`src/core/swk_regs_map.svh`:
```
// Offsets, field positions, reset values and timing of the wake register bank
`ifndef SWK_REGS_MAP_SVH
`define SWK_REGS_MAP_SVH

// ----------------------------------------
// Register offsets
// ----------------------------------------
`define OFS_PAYLOAD3   7'h30
`define OFS_PAYLOAD2   7'h31
`define OFS_PAYLOAD1   7'h32
`define OFS_PAYLOAD0   7'h33
`define OFS_FD_CFG     7'h34
`define OFS_TRIM_LOW   7'h38
`define OFS_RX_TRIM_HI 7'h39

// ----------------------------------------
// Field positions
// ----------------------------------------
`define FD_EN_BIT      0
`define FD_GLITCH_LSB  1
`define FD_GLITCH_MSB  3
`define FD_SKIP_BIT    4
`define FD_ERR_OFF_BIT 5
`define OPT_TRIM_LSB   0
`define OPT_TRIM_MSB   4
`define OPT_RX_SEL_BIT 7
`define TRIM_UNLOCK    2'h3

// ----------------------------------------
// Reset values
// ----------------------------------------
`define PAYLOAD_RST    8'h00
`define FD_CFG_RST     6'h00
`define TRIM_LOW_RST   8'h00
`define TRIM_HI_RST    5'h00
`define RX_SEL_RST     1'h0
`define UNMAPPED_RD    8'h00

// ----------------------------------------
// Timing
// ----------------------------------------
`define SYS_CLK_PS     8000
`define DOM_STEP_NS    50
`define DOM_LONG_NS    775
`define DOM_LONG_CODE  7

`endif

```
`src/core/swk_pkg.sv`:
```
// Types shared by the wake register bank and its dominant filter
package swk_pkg;
	typedef logic [7:0]  reg_byte_t;
	typedef logic [6:0]  reg_addr_t;
	typedef logic [2:0]  glitch_code_t;
	typedef logic [6:0]  glitch_cnt_t;
	typedef logic [12:0] trim_word_t;
	typedef enum {REC_IDLE, DOM_COUNT, DOM_PASS} filt_state_t;
endpackage

```
`src/core/glitch_if.sv`:
```
// Link between the register bank and the dominant glitch filter
`timescale 1ns/1ns
interface glitch_if;
	swk_pkg::glitch_code_t code;
	logic                  rx_filtered;
	modport cfg  (output code, input rx_filtered);
	modport filt (input code, output rx_filtered);
endinterface

```
`src/core/swk_payload_trim_regs.sv`:
```
// Selective-wake payload, FD tolerance and oscillator trim register bank
//
// What this block does
// - Four read-write payload bytes, bit0 least significant
// - Power-on or soft reset clears payload bytes
// - FD bit 0 enables tolerant mode
// - Bits 3:1 pick dominant filter time
// - Bit 4 bypasses analog receive filter
// - Digital dominant filter ignores analog bypass
// - Bit 5 with FD stops error counting
// - Silence timeout clears error-count disable bit
// - Reserved bits read zero, ignore writes
// - Low trim writable only when unlocked
// - Trim bits 4:0 are monotonic fine steps
// - Options bits 4:0 hold gated trim 12:8
// - Options bit 7 picks wake receiver, gated
`timescale 1ns/1ns
`include "swk_regs_map.svh"
module swk_payload_trim_regs (
	// Clock and reset
	input  wire logic                 i_sys_clk,
	input  wire logic                 i_resetn,
	input  wire logic                 i_soft_reset,
	// Register access port
	input  wire logic                 i_reg_wr,
	input  wire logic                 i_reg_rd,
	input  wire swk_pkg::reg_addr_t   i_reg_addr,
	input  wire swk_pkg::reg_byte_t   i_reg_wdata,
	output swk_pkg::reg_byte_t        o_reg_rdata,
	// Trim unlock field and bus silence timeout
	input  wire logic [1:0]           i_trim_unlock,
	input  wire logic                 i_silence_expired,
	// Receive pin
	input  wire logic                 i_rx_raw,
	// Payload bytes to the frame matcher
	output swk_pkg::reg_byte_t        o_payload_byte_zero,
	output swk_pkg::reg_byte_t        o_payload_byte_one,
	output swk_pkg::reg_byte_t        o_payload_byte_two,
	output swk_pkg::reg_byte_t        o_payload_byte_three,
	// FD tolerance controls
	output logic                      o_fd_tolerant_enable,
	output swk_pkg::glitch_code_t     o_dominant_glitch_time,
	output logic                      o_analog_rx_filter_skip,
	output logic                      o_frame_error_count_en,
	output logic                      o_rx_filtered,
	// Oscillator and receiver choice
	output swk_pkg::trim_word_t       o_osc_freq_adjust,
	output logic                      o_wake_receiver_choice
);

	// ----------------------------------------
	// Storage
	// ----------------------------------------
	swk_pkg::reg_byte_t    payload [4];
	logic [5:0]            fd_cfg;
	swk_pkg::reg_byte_t    trim_low;
	logic [4:0]            trim_high;
	logic                  rx_sel;
	logic                  err_cnt_en;
	logic                  unlocked;
	logic                  fd_wr;
	logic                  trim_low_wr;
	logic                  opt_wr;
	swk_pkg::reg_byte_t    next_rdata;
	swk_pkg::reg_byte_t    rdata;

	glitch_if              glitch ();

	// ----------------------------------------
	// Access decode
	// ----------------------------------------
	// unlock key
	assign unlocked    = (i_trim_unlock == `TRIM_UNLOCK);
	assign fd_wr       = i_reg_wr && (i_reg_addr == `OFS_FD_CFG);
	assign trim_low_wr = i_reg_wr && (i_reg_addr == `OFS_TRIM_LOW);
	assign opt_wr      = i_reg_wr && (i_reg_addr == `OFS_RX_TRIM_HI);

	// ----------------------------------------
	// Payload bytes, index 0 is byte zero
	// ----------------------------------------
	// Byte zero sits at the highest offset, so the offset counts down
	for (genvar b = 0; b < 4; b++) begin : g_payload
		localparam swk_pkg::reg_addr_t OFS = swk_pkg::reg_addr_t'(`OFS_PAYLOAD0 - b);
		always_ff @(posedge i_sys_clk or negedge i_resetn) begin
			if (!i_resetn) begin
				payload[b] <= `PAYLOAD_RST;
			end else if (i_soft_reset) begin
				payload[b] <= `PAYLOAD_RST;
			end else if (i_reg_wr && (i_reg_addr == OFS)) begin
				payload[b] <= i_reg_wdata;
			end
		end
	end

	assign o_payload_byte_zero  = payload[0];
	assign o_payload_byte_one   = payload[1];
	assign o_payload_byte_two   = payload[2];
	assign o_payload_byte_three = payload[3];

	// ----------------------------------------
	// FD tolerance configuration
	// ----------------------------------------
	// Timeout clear beats a same-cycle write so the expiry is never missed
	always_ff @(posedge i_sys_clk or negedge i_resetn) begin
		if (!i_resetn) begin
			fd_cfg <= `FD_CFG_RST;
		end else if (i_soft_reset) begin
			fd_cfg <= `FD_CFG_RST;
		end else begin
			if (fd_wr) begin
				fd_cfg <= i_reg_wdata[5:0];
			end
			if (i_silence_expired) begin
				fd_cfg[`FD_ERR_OFF_BIT] <= 1'b0;
			end
		end
	end

	assign o_fd_tolerant_enable    = fd_cfg[`FD_EN_BIT];
	assign o_dominant_glitch_time  = fd_cfg[`FD_GLITCH_MSB:`FD_GLITCH_LSB];
	assign o_analog_rx_filter_skip = fd_cfg[`FD_SKIP_BIT];
	assign o_frame_error_count_en  = err_cnt_en;

	// Counting stops only when both the disable bit and FD mode are set
	always_ff @(posedge i_sys_clk or negedge i_resetn) begin
		if (!i_resetn) begin
			err_cnt_en <= 1'b1;
		end else begin
			err_cnt_en <= !(fd_cfg[`FD_ERR_OFF_BIT] && fd_cfg[`FD_EN_BIT]);
		end
	end

	// ----------------------------------------
	// Dominant glitch filter
	// ----------------------------------------
	// filter sees only the time code
	assign glitch.code   = o_dominant_glitch_time;
	assign o_rx_filtered = glitch.rx_filtered;

	dominant_glitch_filter u_glitch (
		.i_sys_clk (i_sys_clk),
		.i_resetn  (i_resetn),
		.i_rx_raw  (i_rx_raw),
		.glitch    (glitch.filt)
	);

	// ----------------------------------------
	// Oscillator trim and receiver choice
	// ----------------------------------------
	// Soft reset leaves trim alone: the oscillator must not jump mid-run
	always_ff @(posedge i_sys_clk or negedge i_resetn) begin
		if (!i_resetn) begin
			trim_low <= `TRIM_LOW_RST;
		end else if (trim_low_wr && unlocked) begin
			trim_low <= i_reg_wdata;
		end
	end

	always_ff @(posedge i_sys_clk or negedge i_resetn) begin
		if (!i_resetn) begin
			trim_high <= `TRIM_HI_RST;
			rx_sel    <= `RX_SEL_RST;
		end else if (opt_wr && unlocked) begin
			trim_high <= i_reg_wdata[`OPT_TRIM_MSB:`OPT_TRIM_LSB];
			rx_sel    <= i_reg_wdata[`OPT_RX_SEL_BIT];
		end
	end

	assign o_osc_freq_adjust      = {trim_high, trim_low};
	assign o_wake_receiver_choice = rx_sel;

	// ----------------------------------------
	// Read path
	// ----------------------------------------
	// Unmapped offsets read zero; receiver bit hidden while locked
	always_comb begin
		next_rdata = `UNMAPPED_RD;
		case (i_reg_addr)
			`OFS_PAYLOAD0: begin
				next_rdata = payload[0];
			end
			`OFS_PAYLOAD1: begin
				next_rdata = payload[1];
			end
			`OFS_PAYLOAD2: begin
				next_rdata = payload[2];
			end
			`OFS_PAYLOAD3: begin
				next_rdata = payload[3];
			end
			`OFS_FD_CFG: begin
				next_rdata = {2'h0, fd_cfg};
			end
			`OFS_TRIM_LOW: begin
				next_rdata = trim_low;
			end
			`OFS_RX_TRIM_HI: begin
				next_rdata = {rx_sel && unlocked, 2'h0, trim_high};
			end
			default: begin
				next_rdata = `UNMAPPED_RD;
			end
		endcase
	end

	// Read data holds until the next read strobe
	always_ff @(posedge i_sys_clk or negedge i_resetn) begin
		if (!i_resetn) begin
			rdata <= `UNMAPPED_RD;
		end else if (i_reg_rd) begin
			rdata <= next_rdata;
		end
	end

	assign o_reg_rdata = rdata;
endmodule // swk_payload_trim_regs

```
`src/core/dominant_glitch_filter.sv`:
```
// Digital dominant glitch filter on the synchronised receive pin
`timescale 1ns/1ns
`include "swk_regs_map.svh"
module dominant_glitch_filter (
	// Clock and reset
	input  wire logic i_sys_clk,
	input  wire logic i_resetn,
	// Raw receive pin, low is dominant
	input  wire logic i_rx_raw,
	// Filter time code in, filtered level out
	glitch_if.filt    glitch
);
	logic                 rx_meta;
	logic                 rx_s2;
	logic                 rx_s3;
	logic                 rx_level;
	swk_pkg::filt_state_t state;
	swk_pkg::glitch_cnt_t cnt;
	swk_pkg::glitch_cnt_t limit_tab [8];

	// ----------------------------------------
	// Cycle limits per time code, least times rounded up
	// ----------------------------------------
	for (genvar g = 0; g < 8; g++) begin : g_limit
		localparam int NS = (g == `DOM_LONG_CODE) ? `DOM_LONG_NS : `DOM_STEP_NS * (g + 1);
		assign limit_tab[g] = swk_pkg::glitch_cnt_t'((NS * 1000 + `SYS_CLK_PS - 1) / `SYS_CLK_PS);
	end

	// Three stages; level moves only when the last two agree
	always_ff @(posedge i_sys_clk or negedge i_resetn) begin
		if (!i_resetn) begin
			rx_meta  <= 1'b1;
			rx_s2    <= 1'b1;
			rx_s3    <= 1'b1;
			rx_level <= 1'b1;
		end else begin
			rx_meta <= i_rx_raw;
			rx_s2   <= rx_meta;
			rx_s3   <= rx_s2;
			if (rx_s2 == rx_s3) begin
				rx_level <= rx_s3;
			end
		end
	end

	// Dominant passes only after it held for the limit; recessive passes at once
	always_ff @(posedge i_sys_clk or negedge i_resetn) begin
		if (!i_resetn) begin
			state             <= swk_pkg::REC_IDLE;
			cnt               <= '0;
			glitch.rx_filtered <= 1'b1;
		end else begin
			case (state)
				swk_pkg::REC_IDLE: begin
					glitch.rx_filtered <= 1'b1;
					if (!rx_level) begin
						cnt   <= 7'h01;
						state <= swk_pkg::DOM_COUNT;
					end
				end
				swk_pkg::DOM_COUNT: begin
					if (rx_level) begin
						state <= swk_pkg::REC_IDLE;
					end else if (cnt >= limit_tab[glitch.code]) begin
						glitch.rx_filtered <= 1'b0;
						state              <= swk_pkg::DOM_PASS;
					end else begin
						cnt <= cnt + 7'h01;
					end
				end
				swk_pkg::DOM_PASS: begin
					if (rx_level) begin
						glitch.rx_filtered <= 1'b1;
						state              <= swk_pkg::REC_IDLE;
					end
				end
				default: begin
					state <= swk_pkg::REC_IDLE;
				end
			endcase
		end
	end
endmodule // dominant_glitch_filter

```
`config.mk`:
```
export PLATFORM = sky130hd
export DESIGN_NAME = swk_payload_trim_regs
export DESIGN_NICKNAME = d
export VERILOG_FILES = /design/src/core/swk_pkg.sv /design/src/core/glitch_if.sv /design/src/core/swk_payload_trim_regs.sv /design/src/core/dominant_glitch_filter.sv
export VERILOG_INCLUDE_DIRS = /design/src /design/src/core
export SDC_FILE = /design/constraint.sdc
export NUM_CORES = 1
export LEC_CHECK = 0
export BUFFER_PORTS_ARGS = -buffer_cell sky130_fd_sc_hd__buf_2
export CORE_MARGIN = 2
export CORE_UTILIZATION = 59
export CTS_CLUSTER_SIZE = 12
export DETAILED_ROUTE_END_ITERATION = 10
export GPL_TIMING_DRIVEN = 0
export PLACE_DENSITY = 0.86
export SYNTH_ARGS = -nofsm -noshare
export SYNTH_HDL_FRONTEND = slang
export SYNTH_HIERARCHICAL = 1
export SYNTH_SLANG_ARGS = --single-unit
```
`constraint.sdc`:
```
create_clock -name i_sys_clk -period 3.8 [get_ports i_sys_clk]
set_input_delay 0.19 -clock i_sys_clk [delete_from_list [all_inputs] [get_ports i_sys_clk]]
set_output_delay 0.19 -clock i_sys_clk [all_outputs]
set_load 0.05 [all_outputs]
```
==> flow_summary.json <==
{
  "fin_crit_sh_pct": 66.2,
  "grt_first_pass_wirelength_um": 16400,
  "tns_ns": 0,
  "die_h_um": 85.9,
  "ys_seq_area_share_pct": 47.6,
  "clockBufferDepth": 2,
  "hold_slack_ns": 0.0315,
  "routed_wl_um": 10400,
  "period_minus_slack_ns": 2.52,
  "die_area_um2": 7380,
  "grt_use_met2_pct": 44.5,
  "core_area_um2": 6420,
  "netlist_instances": 355,
  "firstDrtPassIters": 6,
  "ios": 85,
  "remaining_drc_errors": 0,
  "cts_tree": "built",
  "ant_nets": 0,
  "fmax_mhz": 397,
  "vias": 3299,
  "path_max_fanout": 7,
  "hold_path.class": "in -> reg",
  "cts_sinks": 75,
  "synth_cell_types": 57,
  "start_util_pct": 61.6,
  "drive_gt1_share_pct": 30.6,
  "postLayoutCellArea_um2": 4690,
  "cts_resized": 0,
  "synth.avg_cell_area_um2": 11.2,
  "layout_commonest_cell": "buf_2",
  "antenna_found_initial": 0,
  "vdd_ir_drop_max_mv": 0.470,
  "gp_congestion": 0.980,
  "leakagePower_nw": 2.51,
  "grt_pass1_vias": 3240,
  "rsz0062_at_grt": "no",
  "cts_setup_buffers": 0,
  "arrival_ns": 2.75,
  "clk_transition_reported_paths_ns": 0.07,
  "slew_viol_final": 0,
  "worstSetupPathType": "reg -> reg",
  "synth_flop_cell": "dfrtp_1",
  "rows": 29,
  "timing.final.hold_violations": 0,
  "area_growth_pct": 18.5,
  "startpoint_type": "flop",
  "post_drt_wl_per_cell_um": 19.6,
  "syn-num-nets": 390,
  "detail_route.vias_per_cell": 6.21,
  "total_power_mw": 1.77,
  "gr-usage-met3_pct": 7.31,
  "p_per_area_nw_per_um2": 377,
  "overflow": 0,
  "clock-root-buffer": "clkbuf_8",
  "numPortBuffers": 80,
  "setup_viol": 0,
  "skew_ns": 0.0123,
  "drtIter0Drc": 282,
  "clock_latency_ns": 0.35,
  "cp_data_required_time_ns": 4.04,
  "yosys.area.top_type": "dfrtp_1",
  "synth_area_leaders": "dfrtp_1 44%, mux2i_1 14%, nor2_1 4.6%, dfstp_2 4.0%, ha_1 3.5%",
  "drv_cap": 0,
  "grt_max_degree": 42,
  "place_area_um2": 4480,
  "track_usage_pct": 29.4,
  "async_flop_share_pct": 100,
  "fin_util_pct": 73.1,
  "die_w_um": 85.9,
  "grt_most_used_layer": "met2",
  "cp-end-kind": "flop",
  "cts_max_level": 3,
  "synth_edf_count": 0,
  "tightest_slew_ns": 0.614,
  "layout_common_cells": "86 x buf_2, 69 x dfrtp_1, 57 x mux2i_1",
  "netlist.area_leader.share_pct": 43.6,
  "diodes": 0,
  "slew_headroom_pct": 59.1,
  "hpwl_um": 7440,
  "met1_usage_pct": 40.7,
  "syn_area_um2": 3960,
  "cts_buffers": 9,
  "synth-seq-cells": 75,
  "reg2reg_slack_ns": 1.28,
  "num-nets-final": 484,
  "outcome": "finished, final reports clean",
  "yosysWarnings": 6
}
==> power breakdown <==
group | switching (mW) | internal [mW] | leakage (nW)
Clock | 0.299 | 0.318 | 0.0991
Combinational | 0.182 | 0.104 | 1.40
Sequential | 0.0317 | 0.832 | 1.02
==> cell usage after synthesis (all sizes together) (2+ instances only) <==
master / number
a2111oi: 9
a211oi: 6
a21oi: 3
a22o: 2
a32o: 2
buf: 15
clkbuf: 7
dfrtp: 69
dfstp: 6
ha: 11
inv: 15
mux2: 14
mux2i: 57
nand2: 13
nand2b: 3
nand3: 2
nand3b: 9
nand4: 3
nand4b: 4
nor2: 51
nor2b: 2
nor3: 12
nor3b: 3
o21ai: 7
o22ai: 5
o31a: 2
o32ai: 2
xnor2: 4
==> worst paths after layout <==
| check | start | end | cells after the start |
|---|---|---|---|
| max | fd_cfg[1] | u_glitch/cnt[2] | 8 |
| min | i_silence_expired | fd_cfg[5] | 2 |
| max reg2reg | fd_cfg[1] | u_glitch/cnt[2] | 8 |
| min reg2reg | u_glitch/rx_meta | u_glitch/rx_s2 | 0 |
| max in group asynchronous | i_resetn | o_frame_error_count_en | 3 |
| min in group asynchronous | i_resetn | o_payload_byte_one[5] | 2 |
==> sequential cells by signal, summed over array words and instances (netlist names) <==
register	count
trim_high	5
o_reg_rdata	8
u_glitch/cnt	7
o_payload_byte_two	8
u_glitch/rx_meta	1
trim_low	8
o_frame_error_count_en	1
u_glitch/rx_level	1
o_wake_receiver_choice	1
u_glitch/rx_s3	1
o_payload_byte_three	8
u_glitch/glitch.rx_filtered	1
o_payload_byte_zero	8
u_glitch/state	2
u_glitch/rx_s2	1
fd_cfg	6
o_payload_byte_one	8
==> final cells by class <==
cell class	count	area, um2
plain buffers	22	125
clock buffers	11	141
clock inverters	5	52.6
fillers	494	1730
inverters	15	56.3
multi-input cells	243	1890
flip-flops and latches	75	1880
well taps	77	96.3
repair buffers	83	443
==> critical path, cell delays in order, from the launching register on <==
cell       delay (ns)
dfrtp_1          0.47
ha_1             0.25
nand2b_1         0.15
ha_1             0.28
nand2b_4         0.14
a211o_4          0.37
a2111oi_2        0.43
o21ai_0          0.13
a21bo_1          0.19
==> stage by stage <==
stage          instances  setup slack, ns
4_1_cts              531             1.30
3_3_place_gp         512             1.36
5_1_grt              531             1.11
3_5_place_dp         513             1.31
6_report             531             1.28
2_1_floorplan        355             1.49
==> cells by family (layout without fill, tap and decap cells) <==
| kind of cell | count (synthesis) | after routing | synth area share [%] |
|---|---|---|---|
| mux | 71 | 71 | 18.4 |
| simple gates | 110 | 110 | 14.8 |
| buf+inv | 37 | 136 | 4.58 |
| flops | 75 | 75 | 47.6 |
| xor+xnor | 4 | 4 | 0.885 |
| compound gates | 46 | 46 | 9.99 |
| fa+ha+maj | 12 | 12 | 3.73 |
==> what timing repair did <==
| action | 4_1_cts | 5_1_grt |
|---|---|---|
| endpoints found under the setup margin | 0 | 0 |
| hold buffers | 2 | 0 |
| endpoints found under the hold margin | 35 | 0 |
==> routing by layer <==
metal / vias up / share of wire, % / wire length [um]
met5: - / 0 / 0
met4: 0 / 3.0 / 314
met3: 33 / 8.9 / 928
met2: 182 / 46 / 4770
met1: 1617 / 42 / 4420
li1: 1467 / - / -
Note: power is estimated with default switching activity, not from simulation.
